$ cat src/tcm_pkg.sv
// package: constants for the tandem connection monitor
package tcm_pkg;
  localparam logic [3:0] ALARM_CODE = 4'he;
  localparam logic [7:0] UNEQ_BYTE = 8'h00;
  localparam logic [2:0] PERSIST_FRAMES = 3'h5;
  localparam int CLK_MHZ = 50;
  localparam int FILL_TIME_US = 250;
  localparam int FILL_MAX_CYCLES = FILL_TIME_US * CLK_MHZ;
  localparam logic [7:0] FILL_BYTE = 8'hff;
  localparam logic [7:0] FA1_VALUE = 8'hf6;
  localparam logic [7:0] FA2_VALUE = 8'h28;
  localparam logic [3:0] ERR_W = 4'h4;
  localparam int CNT_W = 24;
  localparam logic [15:0] FRAME_BYTES = 16'h0900;
  localparam int FIFO_W = 9;
  localparam int FIFO_D = 8;
endpackage

$ cat src/tcm_fifo.sv
// fifo: parameterised synchronous buffer with valid and ready
`timescale 1ns/100ps
module tcm_fifo #(
  parameter int WIDTH = 9,
  parameter int DEPTH = 8
) (
  input wire logic i_ref_clk,
  input wire logic i_sys_rst,
  input wire logic i_in_valid,
  output logic o_in_ready,
  input wire logic [WIDTH-1:0] i_in_data,
  output logic o_out_valid,
  input wire logic i_out_ready,
  output logic [WIDTH-1:0] o_out_data
);
  localparam int AW = $clog2(DEPTH);
  logic [WIDTH-1:0] mem_reg [DEPTH];
  logic [AW-1:0] wr_reg;
  logic [AW-1:0] rd_reg;
  logic [AW:0] cnt_reg;
  logic push;
  logic pop;
  assign o_in_ready = (cnt_reg != (AW+1)'(DEPTH));
  assign o_out_valid = (cnt_reg != '0);
  assign push = i_in_valid && o_in_ready;
  assign pop = o_out_valid && i_out_ready;
  assign o_out_data = mem_reg[rd_reg];
  always_ff @(posedge i_ref_clk) begin
    if (push) begin
      mem_reg[wr_reg] <= i_in_data;
    end
  end
  always_ff @(posedge i_ref_clk) begin
    if (i_sys_rst) begin
      wr_reg <= '0;
      rd_reg <= '0;
      cnt_reg <= '0;
    end else begin
      if (push) begin
        wr_reg <= (wr_reg == AW'(DEPTH-1)) ? '0 : wr_reg + 1'b1;
      end
      if (pop) begin
        rd_reg <= (rd_reg == AW'(DEPTH-1)) ? '0 : rd_reg + 1'b1;
      end
      cnt_reg <= cnt_reg + (AW+1)'(push) - (AW+1)'(pop);
    end
  end
endmodule

$ cat src/tandem_connection_monitor.sv
// tandem connection sink, adaptation source and sink
`timescale 1ns/100ps
// How it works
// - alarm code 1110 five frames sets alarm
// - five frames of other codes clear it
// - only code 1110 means alarm true
// - fill request from unequipped, mismatch, loss
// - trail fail and remote defect actions
// - outgoing defect action includes upstream alarm
// - outgoing fail action toward adaptation sink
// - degrade, remote error, outgoing error actions
// - all-ones insertion follows fill request promptly
// - unequipped fault; loss fault masked by unequipped
// - mismatch fault masked by unequipped, loss
// - degrade fault masked by mismatch, loss
// - server fault needs its enable
// - far defect fault gated and masked
// - far outgoing fault gated and masked
// - upstream alarm fault gated and masked
// - four report enables, default disabled
// - near and outgoing near defect seconds
// - far seconds flags and block error sums
// - holdover frames: alignment bytes, else ones
// - holdover timing from reference clock
// - adaptation sink restores fail, requests fill
// - unequipped detected over five frames
// - loss follows multiframe alignment state
module tandem_connection_monitor
  import tcm_pkg::*;
(
  input wire logic i_ref_clk,
  input wire logic i_sys_rst,
  input wire logic i_frame_start,
  input wire logic i_byte_valid,
  input wire logic [7:0] i_data,
  input wire logic [7:0] i_tandem_overhead_byte,
  input wire logic i_server_fail_input,
  input wire logic i_multiframe_lost_state,
  input wire logic i_trace_mismatch_defect,
  input wire logic i_degrade_defect,
  input wire logic i_far_defect_indication,
  input wire logic i_far_outgoing_defect,
  input wire logic i_equipment_defect,
  input wire logic [3:0] i_near_block_error,
  input wire logic i_outgoing_near_block_error,
  input wire logic [3:0] i_far_block_error,
  input wire logic i_outgoing_far_block_error,
  input wire logic i_monitored_state,
  input wire logic i_server_fail_report_enable,
  input wire logic i_far_defect_report_enable,
  input wire logic i_far_outgoing_report_enable,
  input wire logic i_upstream_alarm_report_enable,
  input wire logic i_config_load,
  input wire logic i_one_second,
  input wire logic i_timing_reference_clock,
  input wire logic i_adapted_outgoing_fail,
  input wire logic [7:0] i_adapted_data,
  input wire logic i_out_ready,
  output logic o_in_ready,
  output logic o_out_valid,
  output logic [7:0] o_out_data,
  output logic o_out_frame_start,
  output logic o_upstream_alarm_defect,
  output logic o_unequipped_defect,
  output logic o_tandem_loss_defect,
  output logic o_alarm_fill_request,
  output logic o_trail_fail_action,
  output logic o_trail_degrade_action,
  output logic o_remote_defect_action,
  output logic o_remote_error_action,
  output logic o_outgoing_defect_action,
  output logic o_outgoing_error_action,
  output logic o_outgoing_fail_action,
  output logic o_fault_unequipped,
  output logic o_fault_loss,
  output logic o_fault_mismatch,
  output logic o_fault_degrade,
  output logic o_fault_server,
  output logic o_fault_far_defect,
  output logic o_fault_far_outgoing,
  output logic o_fault_upstream_alarm,
  output logic o_near_defect_seconds,
  output logic o_far_defect_seconds,
  output logic o_outgoing_near_seconds,
  output logic o_outgoing_far_seconds,
  output logic [CNT_W-1:0] o_near_block_count,
  output logic [CNT_W-1:0] o_far_block_count,
  output logic [CNT_W-1:0] o_outgoing_near_count,
  output logic [CNT_W-1:0] o_outgoing_far_count,
  output logic [7:0] o_holdover_data,
  output logic o_holdover_frame_start,
  output logic o_adapted_fail_output,
  output logic [7:0] o_sink_data,
  output logic o_sink_server_fail,
  output logic o_sink_fill_request
);
  // ------------------------------------------------------------
  // persistence filter
  // ------------------------------------------------------------
  // shared five-frame filter: steps toward the opposite state
  function automatic logic [2:0] persist_next(input logic state, input logic hit,
                                               input logic [2:0] cnt);
    if (hit == state) begin
      persist_next = 3'h0;
    end else begin
      persist_next = cnt + 3'h1;
    end
  endfunction

  logic alarm_code_seen;
  logic uneq_seen;
  logic upstream_alarm_reg;
  logic unequipped_reg;
  logic [2:0] alarm_cnt_reg;
  logic [2:0] uneq_cnt_reg;
  logic [2:0] alarm_cnt_next;
  logic [2:0] uneq_cnt_next;

  assign alarm_code_seen = (i_tandem_overhead_byte[7:4] == ALARM_CODE);
  assign uneq_seen = (i_tandem_overhead_byte == UNEQ_BYTE);
  assign alarm_cnt_next = persist_next(upstream_alarm_reg, alarm_code_seen, alarm_cnt_reg);
  assign uneq_cnt_next = persist_next(unequipped_reg, uneq_seen, uneq_cnt_reg);

  always_ff @(posedge i_ref_clk) begin
    if (i_sys_rst) begin
      upstream_alarm_reg <= 1'b0;
      alarm_cnt_reg <= 3'h0;
    end else if (i_frame_start) begin
      if (alarm_cnt_next == PERSIST_FRAMES) begin
        upstream_alarm_reg <= alarm_code_seen;
        alarm_cnt_reg <= 3'h0;
      end else begin
        alarm_cnt_reg <= alarm_cnt_next;
      end
    end
  end

  always_ff @(posedge i_ref_clk) begin
    if (i_sys_rst) begin
      unequipped_reg <= 1'b0;
      uneq_cnt_reg <= 3'h0;
    end else if (i_frame_start) begin
      if (uneq_cnt_next == PERSIST_FRAMES) begin
        unequipped_reg <= uneq_seen;
        uneq_cnt_reg <= 3'h0;
      end else begin
        uneq_cnt_reg <= uneq_cnt_next;
      end
    end
  end

  // ------------------------------------------------------------
  // management settings and loss state
  // ------------------------------------------------------------
  logic loss_reg;
  logic ssf_en_reg;
  logic rdi_en_reg;
  logic odi_en_reg;
  logic ais_en_reg;

  always_ff @(posedge i_ref_clk) begin
    if (i_sys_rst) begin
      loss_reg <= 1'b0;
    end else begin
      loss_reg <= i_multiframe_lost_state;
    end
  end

  // enables sit in flops so a stray input cannot flip them mid-second
  always_ff @(posedge i_ref_clk) begin
    if (i_sys_rst) begin
      ssf_en_reg <= 1'b0;
      rdi_en_reg <= 1'b0;
      odi_en_reg <= 1'b0;
      ais_en_reg <= 1'b0;
    end else if (i_config_load) begin
      ssf_en_reg <= i_server_fail_report_enable;
      rdi_en_reg <= i_far_defect_report_enable;
      odi_en_reg <= i_far_outgoing_report_enable;
      ais_en_reg <= i_upstream_alarm_report_enable;
    end
  end

  // ------------------------------------------------------------
  // consequent actions and fault causes
  // ------------------------------------------------------------
  logic ssf;
  logic conn_def;
  assign ssf = i_server_fail_input;
  assign conn_def = unequipped_reg | i_trace_mismatch_defect | loss_reg;
  assign o_upstream_alarm_defect = upstream_alarm_reg;
  assign o_unequipped_defect = unequipped_reg;
  assign o_tandem_loss_defect = loss_reg;
  assign o_alarm_fill_request = conn_def;
  assign o_trail_fail_action = ssf | conn_def;
  assign o_remote_defect_action = ssf | conn_def;
  assign o_outgoing_defect_action = ssf | conn_def | upstream_alarm_reg;
  assign o_outgoing_fail_action = ssf | conn_def | upstream_alarm_reg;
  assign o_trail_degrade_action = i_degrade_defect;
  assign o_remote_error_action = (i_near_block_error != 4'h0);
  assign o_outgoing_error_action = i_outgoing_near_block_error;

  always_ff @(posedge i_ref_clk) begin
    if (i_sys_rst) begin
      o_fault_unequipped <= 1'b0;
      o_fault_loss <= 1'b0;
      o_fault_mismatch <= 1'b0;
      o_fault_degrade <= 1'b0;
      o_fault_server <= 1'b0;
      o_fault_far_defect <= 1'b0;
      o_fault_far_outgoing <= 1'b0;
      o_fault_upstream_alarm <= 1'b0;
    end else begin
      o_fault_unequipped <= i_monitored_state & unequipped_reg;
      o_fault_loss <= i_monitored_state & ~unequipped_reg & loss_reg;
      o_fault_mismatch <= i_monitored_state & ~unequipped_reg & ~loss_reg
                          & i_trace_mismatch_defect;
      o_fault_degrade <= i_monitored_state & ~i_trace_mismatch_defect & ~loss_reg
                         & i_degrade_defect;
      o_fault_server <= i_monitored_state & ssf & ssf_en_reg;
      o_fault_far_defect <= i_monitored_state & ~conn_def & i_far_defect_indication
                            & rdi_en_reg;
      o_fault_far_outgoing <= i_monitored_state & ~conn_def & i_far_outgoing_defect
                              & odi_en_reg;
      o_fault_upstream_alarm <= i_monitored_state & upstream_alarm_reg & ~ssf & ~loss_reg
                                & ~i_trace_mismatch_defect & ais_en_reg;
    end
  end

  // ------------------------------------------------------------
  // per-second performance
  // ------------------------------------------------------------
  logic nds_reg;
  logic fds_reg;
  logic onds_reg;
  logic ofds_reg;
  logic [CNT_W-1:0] nbc_reg;
  logic [CNT_W-1:0] fbc_reg;
  logic [CNT_W-1:0] onbc_reg;
  logic [CNT_W-1:0] ofbc_reg;

  // report on the second tick, then restart accumulation
  always_ff @(posedge i_ref_clk) begin
    if (i_sys_rst) begin
      nds_reg <= 1'b0;
      fds_reg <= 1'b0;
      onds_reg <= 1'b0;
      ofds_reg <= 1'b0;
      nbc_reg <= '0;
      fbc_reg <= '0;
      onbc_reg <= '0;
      ofbc_reg <= '0;
      o_near_defect_seconds <= 1'b0;
      o_far_defect_seconds <= 1'b0;
      o_outgoing_near_seconds <= 1'b0;
      o_outgoing_far_seconds <= 1'b0;
      o_near_block_count <= '0;
      o_far_block_count <= '0;
      o_outgoing_near_count <= '0;
      o_outgoing_far_count <= '0;
    end else if (i_one_second) begin
      o_near_defect_seconds <= nds_reg | o_trail_fail_action | i_equipment_defect;
      o_outgoing_near_seconds <= onds_reg | o_outgoing_defect_action
                                 | i_equipment_defect;
      o_far_defect_seconds <= fds_reg | i_far_defect_indication;
      o_outgoing_far_seconds <= ofds_reg | i_far_outgoing_defect;
      o_near_block_count <= nbc_reg;
      o_far_block_count <= fbc_reg;
      o_outgoing_near_count <= onbc_reg;
      o_outgoing_far_count <= ofbc_reg;
      nds_reg <= 1'b0;
      fds_reg <= 1'b0;
      onds_reg <= 1'b0;
      ofds_reg <= 1'b0;
      nbc_reg <= '0;
      fbc_reg <= '0;
      onbc_reg <= '0;
      ofbc_reg <= '0;
    end else begin
      nds_reg <= nds_reg | o_trail_fail_action | i_equipment_defect;
      onds_reg <= onds_reg | o_outgoing_defect_action | i_equipment_defect;
      fds_reg <= fds_reg | i_far_defect_indication;
      ofds_reg <= ofds_reg | i_far_outgoing_defect;
      if (i_frame_start) begin
        nbc_reg <= nbc_reg + CNT_W'(i_near_block_error);
        fbc_reg <= fbc_reg + CNT_W'(i_far_block_error);
        onbc_reg <= onbc_reg + CNT_W'(i_outgoing_near_block_error);
        ofbc_reg <= ofbc_reg + CNT_W'(i_outgoing_far_block_error);
      end
    end
  end

  // ------------------------------------------------------------
  // termination sink data path with all-ones fill
  // ------------------------------------------------------------
  logic [8:0] fifo_out;
  // fill applied at fifo output: takes effect next cycle, well under the bound
  tcm_fifo #(.WIDTH(FIFO_W), .DEPTH(FIFO_D)) u_fifo (
    .i_ref_clk(i_ref_clk),
    .i_sys_rst(i_sys_rst),
    .i_in_valid(i_byte_valid),
    .o_in_ready(o_in_ready),
    .i_in_data({i_frame_start, i_data}),
    .o_out_valid(o_out_valid),
    .i_out_ready(i_out_ready),
    .o_out_data(fifo_out)
  );

  logic fill_reg;
  always_ff @(posedge i_ref_clk) begin
    if (i_sys_rst) begin
      fill_reg <= 1'b0;
    end else begin
      fill_reg <= o_alarm_fill_request;
    end
  end
  assign o_out_data = fill_reg ? FILL_BYTE : fifo_out[7:0];
  assign o_out_frame_start = fifo_out[8];

  // ------------------------------------------------------------
  // adaptation source holdover
  // ------------------------------------------------------------
  logic [1:0] tref_sync_reg;
  logic tref_prev_reg;
  logic tref_tick;
  logic [15:0] hold_pos_reg;
  always_ff @(posedge i_ref_clk) begin
    if (i_sys_rst) begin
      tref_sync_reg <= 2'h0;
      tref_prev_reg <= 1'b0;
    end else begin
      tref_sync_reg <= {tref_sync_reg[0], i_timing_reference_clock};
      tref_prev_reg <= tref_sync_reg[1];
    end
  end
  assign tref_tick = tref_sync_reg[1] & ~tref_prev_reg;

  // byte position counted on the reference timing, not the incoming signal
  always_ff @(posedge i_ref_clk) begin
    if (i_sys_rst) begin
      hold_pos_reg <= 16'h0;
    end else if (tref_tick) begin
      hold_pos_reg <= (hold_pos_reg == FRAME_BYTES - 16'h1) ? 16'h0 : hold_pos_reg + 16'h1;
    end
  end

  always_ff @(posedge i_ref_clk) begin
    if (i_sys_rst) begin
      o_holdover_data <= 8'h00;
      o_holdover_frame_start <= 1'b0;
    end else if (ssf) begin
      o_holdover_frame_start <= tref_tick && (hold_pos_reg == 16'h0);
      if (hold_pos_reg == 16'h0) begin
        o_holdover_data <= FA1_VALUE;
      end else if (hold_pos_reg == 16'h1) begin
        o_holdover_data <= FA2_VALUE;
      end else begin
        o_holdover_data <= FILL_BYTE;
      end
    end else begin
      o_holdover_data <= i_data;
      o_holdover_frame_start <= i_frame_start;
    end
  end
  assign o_adapted_fail_output = ssf;

  // ------------------------------------------------------------
  // adaptation sink
  // ------------------------------------------------------------
  always_ff @(posedge i_ref_clk) begin
    if (i_sys_rst) begin
      o_sink_data <= 8'h00;
    end else begin
      o_sink_data <= i_adapted_outgoing_fail ? FILL_BYTE : i_adapted_data;
    end
  end
  assign o_sink_server_fail = i_adapted_outgoing_fail;
  assign o_sink_fill_request = i_adapted_outgoing_fail;

  // ------------------------------------------------------------
  // checks
  // ------------------------------------------------------------
  fill_prompt_a: assert property (@(posedge i_ref_clk) disable iff (i_sys_rst)
    o_alarm_fill_request |=> o_out_data == FILL_BYTE) else $error("fill not applied");
  fault_mask_a: assert property (@(posedge i_ref_clk) disable iff (i_sys_rst)
    $past(unequipped_reg) |-> !o_fault_loss) else $error("loss fault not masked");
  alarm_persist_a: assert property (@(posedge i_ref_clk) disable iff (i_sys_rst)
    $rose(upstream_alarm_reg) |-> $past(alarm_code_seen)) else $error("alarm set wrongly");
  fail_action_a: assert property (@(posedge i_ref_clk) disable iff (i_sys_rst)
    upstream_alarm_reg |-> o_outgoing_fail_action && o_outgoing_defect_action)
    else $error("outgoing fail missing");
  trail_fail_a: assert property (@(posedge i_ref_clk) disable iff (i_sys_rst)
    (i_server_fail_input || o_alarm_fill_request)
    |-> o_trail_fail_action && o_remote_defect_action) else $error("trail actions missing");
  sink_fail_a: assert property (@(posedge i_ref_clk) disable iff (i_sys_rst)
    i_adapted_outgoing_fail |=> o_sink_data == FILL_BYTE) else $error("sink fill missing");
  server_fault_a: assert property (@(posedge i_ref_clk) disable iff (i_sys_rst)
    o_fault_server |-> $past(ssf_en_reg)) else $error("server fault ungated");
  enable_default_a: assert property (@(posedge i_ref_clk)
    $past(i_sys_rst) && !i_sys_rst |-> !ssf_en_reg && !rdi_en_reg && !odi_en_reg && !ais_en_reg)
    else $error("enables not default off");
endmodule

$ cat config.mk
export PLATFORM = sky130hd
export DESIGN_NAME = tandem_connection_monitor
export DESIGN_NICKNAME = d
export VERILOG_FILES = /design/src/tcm_pkg.sv /design/src/tcm_fifo.sv /design/src/tandem_connection_monitor.sv
export SDC_FILE = /design/constraint.sdc
export NUM_CORES = 1
export LEC_CHECK = 0
export BUFFER_PORTS_ARGS = -buffer_cell sky130_fd_sc_hd__buf_2
export CORE_MARGIN = 4
export CORE_UTILIZATION = 25
export DETAILED_ROUTE_END_ITERATION = 7
export PLACE_DENSITY = 0.37
export SETUP_SLACK_MARGIN = 0.4
export SLEW_MARGIN = 20
export SYNTH_ARGS = -nofsm -noshare
export SYNTH_HDL_FRONTEND = slang
export SYNTH_SLANG_ARGS = --single-unit
export TNS_END_PERCENT = 5
$ cat constraint.sdc
create_clock -name i_ref_clk -period 3.06 [get_ports i_ref_clk]
set_input_delay 0.153 -clock i_ref_clk [delete_from_list [all_inputs] [get_ports i_ref_clk]]
set_output_delay 0.153 -clock i_ref_clk [all_outputs]
set_load 0.1 [all_outputs]
Word-level counts from Yosys, hierarchy flattened --
Memory sizes are Yosys's and may differ from the RTL's. A register that Yosys moved wholly into a read port is not among the register bits. Index checks and enable logic that the tools add are counted. W data, S select, Z words.
Operators by class: add/sub/neg operators 11, equal/unequal tests 10, multiplexer cells 17, bitwise gates (word level) 37, reductions and logical operators 10
Operators with widths (number):
- $add A24 B1 Y24 | 2
- $add A24 B4 Y24 | 2
- $mux W8 | 5
- $mux W3 | 8
- $and A1 B1 Y1 | 21
- $add A16 B1 Y16 const B | 1
- $eq A16 B1 Y1 const B | 1
- $eq A16 B12 Y1 const B | 1
- $logic_not A16 Y1 | 1
- $mux W16 | 1
- $add A3 B1 Y3 const B | 4
- $eq A3 B3 Y1 const B | 4
- $or A1 B1 Y1 | 10
- $logic_not A8 Y1 | 1
- $reduce_bool A4 Y1 | 2
- $not A1 Y1 | 6
- $add A4 B1 Y4 | 1
- $eq A4 B4 Y1 const B | 1
- $ne A4 B4 Y1 const B | 1
- $reduce_and A2 Y1 | 2
- $sub A4 B1 Y4 | 1
- $logic_and A1 B1 Y1 | 3
- $mux W1 | 3
- $eq A1 B1 Y1 | 2
- $reduce_or A2 Y1 | 1
Word-level totals: flip-flop bits (word level) 268, bits in writable memories 72, bits of input ports 55, memories 1
Memory list:
- u_fifo.mem_reg | words 8, bits a word 9, rd ports 1, clocked after memory_dff 1, write ports 1, RTL line tcm_fifo.sv:17 | logic [WIDTH-1:0] mem_reg [DEPTH];

Logic depth before layout (Yosys ltp) --
Gate-level depths: netlist (run 1).
word-level depth 6, gate-level depth with buffers 12, gate-level depth less buffers 12

By module --
A second synthesis (run 1) with hierarchy kept.
Second synthesis, totals: cell total of the unflattened synthesis 1331, area, all modules 14157.3 um^2
By module, submodules not included:
- tandem_connection_monitor | instances 1, cells each 1150, area an instance 10662.7 um^2, sequential area each 5165.0 um^2
- tcm_fifo | instances 1, cells each 181, area an instance 3494.6 um^2, sequential area each 2422.3 um^2

Least setup slack after synthesis (run 1) --
OpenSTA, ideal clock, no wires.
path kind register -> output, start register unequipped_reg (netlist: o_unequipped_defect), end output port o_outgoing_fail_action, arrival time 2902 ps, slack 5 ps, stages on the path, launching flop included 4, path buffers 1, cells stage by stage dfxtp_1 or4_1 or2_2 buf_4
Between the ends: longest elaborated chain between the ends 4
RTL lines:
- start: declaration | RTL line tandem_connection_monitor.sv:113 | logic unequipped_reg;
- start signal: assignment | RTL line tandem_connection_monitor.sv:144 | unequipped_reg <= uneq_seen;
- $or A1 B1 Y1 (2 in series) | RTL line tandem_connection_monitor.sv:190 | assign conn_def = unequipped_reg | i_trace_mismatch_defect | loss_reg;
- $or A1 B1 Y1
- via o_remote_defect_action | RTL line tandem_connection_monitor.sv:69 | output logic o_remote_defect_action,
- $or A1 B1 Y1 | RTL line tandem_connection_monitor.sv:198 | assign o_outgoing_fail_action = ssf | conn_def | upstream_alarm_reg;
- end: declaration | RTL line tandem_connection_monitor.sv:73 | output logic o_outgoing_fail_action,
The timed path passes the listed nets, and every way through them passes these cells.

==> results of run 1 <==
where the power goes:
| part | switching, mW | internal (mW) |
|---|---|---|
| sequential | 0.0647 | 4.75 |
| combinational | 1.15 | 0.535 |
| clock | 2.00 | 2.87 |
| total | 3.22 | 8.15 |
Yosys cell counts, types with 3 or more instances:
cell      count  area share
buf_4         7      0.0037
nand3_1      30       0.011
nor3_1       16      0.0057
nor2_1      190       0.051
inv_1        25      0.0067
or3b_2        3      0.0019
mux2i_1     112       0.080
a21o_1        5      0.0027
nor4_1       11      0.0049
o31ai_1      40       0.021
nand4b_1      3      0.0019
mux4_2       18       0.029
nor2b_1      16      0.0071
or4_1        43       0.023
buf_1        16      0.0043
o21a_1       11      0.0059
dfxtp_1     271        0.39
ha_1         27       0.024
o21ai_0      23      0.0082
nand2_1      61       0.016
nand2b_1      5      0.0022
and3_1       18      0.0080
buf_2        11      0.0039
or3_1        27       0.012
o211ai_1      3      0.0016
a211o_1      10      0.0062
edfxtp_1     72        0.15
and2_1        5      0.0022
xor2_1       20       0.012
or2_2         3      0.0013
and4_1       13      0.0081
nand4_1      28       0.012
a211oi_1     12      0.0064
a21oi_1      78       0.028
nor4b_1       6      0.0037
clkbuf_1     48       0.013
fa_1          3      0.0043
xnor2_1      20       0.012
worst min-delay path: stages:
cell,delay (ns)
buf_2,0.12
fa_1,0.17
mux2i_1,0.06
nor2_1,0.07
area by class of cell:
| class | instances | share of cell area |
|---|---|---|
| multi-input combinational | 878 | 0.337 |
| sequential | 343 | 0.426 |
| clock buffer | 62 | 0.0707 |
| clock inverter | 14 | 0.00639 |
| timing repair buffer | 282 | 0.102 |
| tap | 748 | 0.0525 |
| antenna | 4 | 0.000562 |
| inverter | 25 | 0.00527 |
cells by family after synthesis:
| group | after synthesis | share of synthesized area |
|---|---|---|
| simple gates | 485 | 0.178 |
| fa+ha+maj | 30 | 0.0284 |
| compound gates | 192 | 0.0857 |
| flops | 343 | 0.541 |
| buf+inv | 107 | 0.0315 |
| xor+xnor | 40 | 0.0250 |
| mux | 131 | 0.110 |
worst paths after layout:
kind                        startpoint                end  cells after the start
hold reg to reg       tref_sync_reg[0]   tref_sync_reg[1]                      1
hold / removal    i_far_block_error[1]         fbc_reg[1]                      4
setup reg to reg     u_fifo.cnt_reg[2]  u_fifo.cnt_reg[2]                     12
setup / recovery              register      o_out_data[5]                      5
cells in the final DEF (no fill, tap or decap), drive strengths merged, types with 3 or more instances in the layout:
cell and n:
a211o 10, a211oi 12, a21o 5, a21oi 78, and2 5, and3 18, and4 13, buf 226
clkbuf 63, clkinv 10, dfxtp 271, diode 4, dlygate4sd3 55, edfxtp 72, fa 3, ha 27
inv 27, mux2i 112, mux4 18, nand2 61, nand2b 5, nand3 30, nand4 30, nand4b 3
nor2 190, nor2b 16, nor3 16, nor4 11, nor4b 6, o211ai 3, o21a 11, o21ai 24
o31ai 40, or2 3, or3 27, or3b 3, or4 43, xnor2 20, xor2 20
per-layer routing:
metal / vias up / part of all wire
met5: - / 0
met4: 0 / 0.020
met3: 48 / 0.053
met2: 204 / 0.45
met1: 5124 / 0.48
li1: 5328 / -
metrics by stage:
stage / hold slack (ns) / power, mW / utilization
2_1_floorplan: 0.229 / 6.18 / -
3_3_place_gp: 0.360 / 6.54 / 0.287
3_5_place_dp: 0.368 / 6.55 / 0.287
4_1_cts: 0.00449 / 11.7 / 0.322
5_1_grt: 0.0689 / 12.0 / 0.322
6_report: 0.0472 / 11.4 / 0.322
repair_timing:
item,CTS,global route
endpoints found under the setup margin,9,9
resized for setup,5,3
hold buffers,55,0
hold endpoints to repair,116,0
==> metrics.csv, run 1 <==
metric;value;unit
grt_pass1_vias;10700;
grt_pass1_wl;60800;um
final-seq-area;7590;um^2
root_buffer;clkbuf_16;
seq_area_frac_synth;0.541;
syn-num-nets;1413;
synthesis.instances;1328;
hold_viol;0;
drive_gt1_frac;0.201;
drt_first_pass_iters;5;
rsz0062_at_grt;true;
final_area;17800;um^2
clock_latency;0.57;ns
timing.slew.headroom;0.443;
vias;10700;
ant_nets;0;
io_buffers;204;
n_fill_cell;5753;
placed_cells;2221;
setup_violations;0;
busiest_layer;met2;
nets;1658;
power.density;639;nW/um^2
critPathLaunchType;register;
tightest_slew;0.832;ns
critPathTopFamily;multiplexers;
fin_cells;2356;
grt_max_degree;89;
worstPathArrival;2.40;ns
cts_tree;done;
dpl_cell_area;15900;um^2
status;complete, no violations;
clock_sinks;343;
drc;0;
die_area;59900;um^2
ir_drop;0.388;mV
wirelength;38100;um
die_h;245;um
drt_iter0_drc;443;
antenna_found_initial;2;
crit_buf_inv;2;
use_met1;0.168;
use_met3;0.0339;
crit_required;2.91;ns
fmax;0.392;GHz
via_per_inst;4.54;
drv_cap;0;
initial_core_util;0.253;
cts_buffers;43;
ys_types;54;
layout_setup_ws;0.510;ns
critical_path.cell_chain;buf_12 > mux4_2 > nor2b_1 > a211o_1 > buf_2;
area_growth;27.1;%
cp_max_fo;18;
multiInputGateArea;5990;um^2
row_count;86;
pre_cts_ws;0.539;ns
pin_count;205;
critPathCaptureType;output pin;
async_flop_share;0;
fin_tns_setup;0;ns
h-tree-depth;2;
period_share;0.833;
synth_seq_cells;343;
finalMaxSlewViolations;0;
cp_slowest_stage_delay;0.53;ns
synth_edf_count;72;
grt_use_total;0.125;
hp-class;primary input to register;
syn_area;14000;um^2
path_clk_slew;0.06;ns
critPathKind;register to output pin;
gp_congestion;0.703;
ys_warn_count;0;
post-route-min-period;2.55;ns
grt_overflow;0;
largest_register_ffs;72;
crit_slowest_cell;mux4_2;
core;55300;um^2
post_cts_buffers;0;
cts_buffer_depth;3;
grt_use_met2;0.200;
rrSetupSlack;0.59;ns
die_w;245;um
p_leak;6.97;nW
synth_top_flop_cell;dfxtp_1;
hpwl;25500;um
worst_clock_skew;0.0180;ns
syn_area_per_cell;10.6;um^2
routedWlPerCell;16.2;um
(Power assumes the default switching activity.)
==> run 2: changes to the inputs <==
ABC_AREA = 1   (was unset)
clock period = 2.4 ns   (was 3.06 ns; I/O delays follow)
==> run 2 against run 1 <==
  * Design area rose by 3.8%
  * Utilization up 0.63 points
  * Synthesized cell count rose by 29%
  * Clock-buffer cell count down 3
  * Clock power rose by 32%
  * Non-clock buffer count grew 9
  * Critical path type unchanged
  * Sequential power is 29% higher
==> metrics.csv, run 2 <==
metric;value;unit;change
worst_clock_skew;0.0213;ns;+0.00334 ns
synth_edf_count;72;;unchanged
synthesis.instances;1716;;+29%
drive_gt1_frac;0.196;;-0.00583
gp_congestion;0.760;;+8.0%
tightest_slew;0.860;ns;+0.0286 ns
area_growth;30.2;%;
syn_area_per_cell;8.27;um^2;-22%
drt_first_pass_iters;5;;unchanged
ys_warn_count;0;;unchanged
synth_seq_cells;343;;unchanged
rrSetupSlack;0.52;ns;-0.07 ns
fin_cells;2777;;+18%
row_count;87;;+1.2%
worstPathArrival;1.91;ns;-0.49 ns
syn_area;14200;um^2;+1.3%
crit_path_end;o_out_data[2];;
fmax;0.492;GHz;
drv_cap;0;;unchanged
synth_top_area_cell;dfxtp_1;;
cts_tree;done;;
mostFrequentLayoutCells;nand2_1, dfxtp_1, buf_2, nor2_1, inv_1;;
core;56300;um^2;+1.8%
die_w;246;um;+0.61%
vias;12000;;+13%
die_area;60600;um^2;+1.2%
setup_violations;0;;unchanged
initial_core_util;0.252;;-0.00121
timing.slew.headroom;0.426;;-0.0170
critPathCaptureType;output pin;;
post-route-min-period;2.03;ns;
grt_max_degree;106;;+19%
seq_area_frac_synth;0.535;;-0.00678
postLayoutCoreUtil;0.328;;+0.00634
p_total;15.8;mW;+39%
grt_pass1_wl;68100;um;+12%
routedWlPerCell;15.5;um;-4.3%
drc;0;;unchanged
cts_buffer_depth;3;;unchanged
wirelength;43000;um;+13%
cts_buffers;43;;unchanged
crit_required;2.28;ns;-0.63 ns
syn-num-nets;1801;;+27%
h-tree-depth;2;;unchanged
synth_top_flop_cell;dfxtp_1;;
drt_iter0_drc;526;;+19%
placed_cells;2641;;+19%
rr_endpoint;u_fifo.cnt_reg[1];;
pin_count;205;;unchanged
clock_sinks;343;;unchanged
p_leak;7.38;nW;+5.7%
finalMaxSlewViolations;0;;unchanged
die_h;246;um;+0.61%
rsz0062_at_grt;true;;
post_cts_buffers;0;;unchanged
yosys-top-cells-area;dfxtp_1, edfxtp_1, nand2_1, o21ai_0, nor2_1;;
clock_latency;0.57;ns;about the same
layout_commonest_cell;nand2_1;;
io_buffers;204;;unchanged
ant_nets;0;;unchanged
status;complete, no violations;;
fin_tns_setup;0;ns;unchanged
ys_types;48;;-11%
synth_top_area_share;0.382;;-0.00485
period_share;0.847;;
grt_overflow;0;;unchanged
yosysMostFrequentCell;nand2_1;;
root_buffer;clkbuf_16;;
power.density;855;nW/um^2;+34%
grt_pass1_vias;12000;;+12%
n_fill_cell;5994;;+4.2%
ir_drop;0.743;mV;+91%
cp_max_fo;11;;-7
grt_use_total;0.141;;+0.0155
r2r-start;u_fifo.cnt_reg[1];;
hold_viol;0;;unchanged
path_clk_slew;0.06;ns;about the same
nets;2071;;+25%
synth_common_cells;nand2_1, dfxtp_1, nor2_1;;
async_flop_share;0;;unchanged
hpwl;29400;um;+15%
rr_worst_depth;10;;-2
antenna_found_initial;0;;-2
hp-class;primary input to register;;
critPathLaunchType;register;;
critPathKind;register to output pin;;
largest_register_ffs;72;;unchanged
via_per_inst;4.34;;-4.5%
==> run 2: kinds of logic after synthesis <==
group,share of synthesized area
buf+inv,0.0723
compound gates,0.116
simple gates,0.238
flops,0.535
xor+xnor,0.0111
fa+ha+maj,0.0280
==> run 2: worst min path at each step <==
stage,start,endpoint,slack (ns),cells after the start
floorplan,i_trace_mismatch_defect,o_fault_upstream_alarm,0.20,1
global placement,i_adapted_data[0],o_sink_data[0],0.33,3
detailed placement,i_adapted_data[5],o_sink_data[5],0.33,3
CTS,i_far_block_error[1],fbc_reg[1],0.01,4
global route,i_far_block_error[1],fbc_reg[1],0.05,4
finish,i_outgoing_near_block_error,onbc_reg[0],0.06,4
==> run 2: routing by layer <==
| layer | GRT usage | wire length [um] | up-vias |
|---|---|---|---|
| met3 | 0.0299 | 2240 | 58 |
| met2 | 0.231 | 19500 | 231 |
| met1 | 0.189 | 20400 | 5556 |
| met5 | 0 | 0 | - |
| li1 | - | - | 6202 |
| met4 | 0.0370 | 836 | 0 |
==> run 2: area by class of cell <==
class | count | area [um^2] | area share
Sequential cell | 343 | 7600 | 0.411
Multi-Input combinational cell | 1116 | 5730 | 0.310
Timing Repair Buffer | 291 | 2070 | 0.112
Clock buffer | 59 | 1210 | 0.0653
Tap cell | 756 | 946 | 0.0512
Inverter | 191 | 733 | 0.0397
Clock inverter | 20 | 184 | 0.00995
Antenna cell | 1 | 2.50 | 0.000135
==> run 2: report_power, final <==
group	switching, mW	internal [mW]	leakage (nW)
clock	2.58	3.84	0.688
sequential	0.108	6.10	2.85
combinational	2.12	1.07	3.83
==> run 2: timing repair <==
item / 4_1_cts / 5_1_grt
pin swaps: 3 / 3
hold buffers: 54 / 0
endpoints found under the setup margin: 9 / 13
hold endpoints to repair: 116 / 0
gates cloned: 1 / 1
resized for setup: 26 / 8
==> run 2: critical path: stages (launching register included) <==
cell and delay (ns):
dfxtp_4 0.38, inv_8 0.10, buf_12 0.14, nand2_1 0.06
a221o_1 0.36, nand3_2 0.10, buf_12 0.19
==> run 2: stage by stage <==
stage          hold slack, ns  cell area [um^2]  setup WS [ns]
3_3_place_gp            0.331             16400          0.523
6_report               0.0560             18500          0.367
3_5_place_dp            0.329             16400          0.513
5_1_grt                0.0489             18500          0.286
4_1_cts                0.0109             18400          0.303
2_1_floorplan           0.197             14300          0.286
==> run 3: changes to the inputs <==
PLACE_DENSITY = 0.39   (was 0.37)
clock period = 1.6 ns   (was 2.4 ns; I/O delays follow)
==> run 3 against run 2 <==
  * The flow now finishes with violations (negative hold slack, negative setup slack)
  * Via count up 5.6%
  * First-iteration DRC count down 9.3%
  * Sequential share of layout area down 6.8 points
  * Register-to-register slack worse by 0.75 ns
  * Clock skew down 0.0046 ns
  * Clock power up 54%
  * Utilization up 7.7 points
  * Hold slack worse by 0.11 ns
  * Combinational power up 87%
  * Sequential power up 50%
  * Largest cell class unchanged
==> metrics.csv, run 3 (synthesized netlist as in run 2, its figures left out) <==
metric;value;unit;change
status;finished with violations;;
failed_checks;negative hold slack, negative setup slack;;
clockPowerShare;0.393;;-0.013
nets;2181;;+5.3%
core;56300;um^2;unchanged
rr_worst_depth;11;;+1
root_buffer;clkbuf_16;;
fmax;0.496;GHz;
path_clk_slew;0.06;ns;about the same
cts_tree;done;;
worstPathArrival;1.94;ns;+0.03 ns
worst_clock_skew;0.0167;ns;-0.00461 ns
post-route-min-period;2.02;ns;
cp_slowest_stage_delay;0.37;ns;about the same
p_total;25.2;mW;+59%
via_per_inst;4.41;;+1.6%
die_h;246;um;unchanged
r2r-start;u_fifo.cnt_reg[3];;
rrSetupSlack;-0.23;ns;-0.75 ns
hpwl;30800;um;+4.7%
critPathLaunchType;register;;
die_w;246;um;unchanged
die_area;60600;um^2;unchanged
ant_nets;0;;unchanged
cp_max_fo;5;;-6
drv_cap;0;;unchanged
drt_iter0_drc;477;;-9.3%
crit_required;1.52;ns;-0.76 ns
grt_pass1_vias;12700;;+5.8%
clock_sinks;343;;unchanged
critical_path.cell_chain;inv_8 > buf_12 > clkbuf_16 > nand2_1 > a221o_1 > nand3_2 > buf_12;;
min_to;fbc_reg[0];;
timing.slew.headroom;0.620;;+0.193
hold_start;i_far_block_error[0];;
postLayoutCoreUtil;0.405;;+0.0769
postCtsHoldBufs;48;;-11%
gp_congestion;0.791;;+4.0%
ir_drop;0.701;mV;-5.6%
diodes;0;;-1
final_area;22800;um^2;+23%
dpl_cell_area;17200;um^2;+5.4%
p_switching;7.72;mW;+61%
crit_slowest_cell;dfxtp_4;;
tightest_slew;0.570;ns;-0.291 ns
row_count;87;;unchanged
hold_slack;-0.0530;ns;-0.109 ns
io_buffers;204;;unchanged
area_growth;60.7;%;
critPathTopFamily;buffers and inverters;;
initial_core_util;0.252;;unchanged
pre_cts_ws;-0.205;ns;-0.718 ns
grt_overflow;0;;unchanged
crit_path_frequent_cell;buf_12;;
vias;12700;;+5.6%
rr_endpoint;u_fifo.cnt_reg[1];;
period_share;1.26;;
seqPwrFrac;0.371;;-0.022
final-seq-area;7840;um^2;+3.1%
p_leak;8.75;nW;+19%
routedWlPerCell;15.8;um;+2.4%
hold_viol;5;;+5
layout_setup_ws;-0.418;ns;-0.785 ns
largest_register_ffs;72;;unchanged
drive_gt1_frac;0.392;;+0.196
layout_commonest_cell;nand2_1;;
grt_use_total;0.146;;+0.00522
power.density;1100;nW/um^2;+29%
n_fill_cell;5581;;-6.9%
crit_buf_inv;4;;+1
multiInputGateArea;6720;um^2;+17%
rsz0062_at_grt;true;;
critPathCaptureType;output pin;;
antenna_found_initial;1;;+1
setup_violations;22;;+22
finalMaxSlewViolations;0;;unchanged
cts_buffer_depth;3;;unchanged
mostFrequentLayoutCells;nand2_1, buf_12, inv_1, nor2_1, dfxtp_2;;
grt_max_degree;58;;-45%
cts_buffers;43;;unchanged
combPwrFrac;0.236;;+0.035
drt_first_pass_iters;4;;-1
min_path_cells;4;;unchanged
swShare;0.307;;+0.00257
critPathKind;register to output pin;;
grt_pass1_wl;70600;um;+3.6%
h-tree-depth;2;;unchanged
clock_latency;0.57;ns;about the same
drc;0;;unchanged
p_int;17.5;mW;+59%
pin_count;205;;unchanged
hp-class;primary input to register;;
wirelength;45700;um;+6.4%
run 3: cell count changes in the layout (fill, tap and decap cells not counted), moves of 23 or more:
cell and delta:
buf_12 +139, nand2_2 +30, nand3_1 -23, nand2_1 -39, buf_4 +79, o21ai_0 -26
buf_2 -135, dfxtp_1 -154, dfxtp_2 +137, nor2_1 -37, buf_6 +28
run 3: final cells by class:
class                      count  area share
clock buffer                  55      0.0518
clock inverter                24      0.0114
inverter                     191      0.0333
multi-input combinational   1117       0.295
sequential                   343       0.344
tap                          756      0.0415
timing repair buffer         400       0.224
run 3: power groups by stage:
| stage | clock (mW) | combinational, mW | sequential (mW) |
|---|---|---|---|
| 6_report | 9.89 | 5.94 | 9.34 |
| 5_1_grt | 10.7 | 6.34 | 9.36 |
| 4_1_cts | 10.3 | 5.70 | 9.33 |
| 3_5_place_dp | 0 | 4.86 | 9.48 |
| 3_3_place_gp | 0 | 4.84 | 9.47 |
| 2_1_floorplan | 0 | 2.77 | 9.77 |
run 3: stage by stage:
step | setup TNS [ns] | hold WS, ns | cells
2_1_floorplan | -37.55 | 0.157 | 1716
3_3_place_gp | -6.82 | 0.288 | 2734
3_5_place_dp | -8.70 | 0.288 | 2734
4_1_cts | -5.48 | -0.102 | 2876
5_1_grt | -8.02 | -0.0373 | 2886
6_report | -4.83 | -0.0530 | 2886
run 3: repair_timing:
action	in CTS	in global routing
endpoints found under the hold margin	120	5
resized for setup	664	372
pin swaps	109	108
cloned	2	2
setup buffers	13	8
setup endpoints to repair	343	349
run 3: worst max-delay path by stage:
stage,startpoint,end,cells after the start
2_1_floorplan,u_fifo.cnt_reg[3],u_fifo.cnt_reg[1],11
3_3_place_gp,u_fifo.cnt_reg[2],u_fifo.cnt_reg[1],11
3_5_place_dp,u_fifo.cnt_reg[3],u_fifo.cnt_reg[1],11
4_1_cts,register,o_out_data[0],7
5_1_grt,register,o_out_data[7],7
6_report,register,o_out_data[3],7
run 3: worst reg2reg max path: stages (launching register included):
cell	delay, ns
dfxtp_2	0.35
inv_2	0.05
ha_4	0.16
nand3_4	0.07
nand2_4	0.06
inv_4	0.06
ha_4	0.19
inv_2	0.06
ha_4	0.12
inv_4	0.04
fa_2	0.51
nor2_1	0.03
run 3: metal layers:
layer | GRT usage | up-vias | wire [um]
met4 | 0.0370 | 0 | 855
met3 | 0.0268 | 57 | 2050
met5 | 0 | - | 0
li1 | - | 6432 | -
met1 | 0.193 | 6008 | 20800
met2 | 0.247 | 225 | 22000
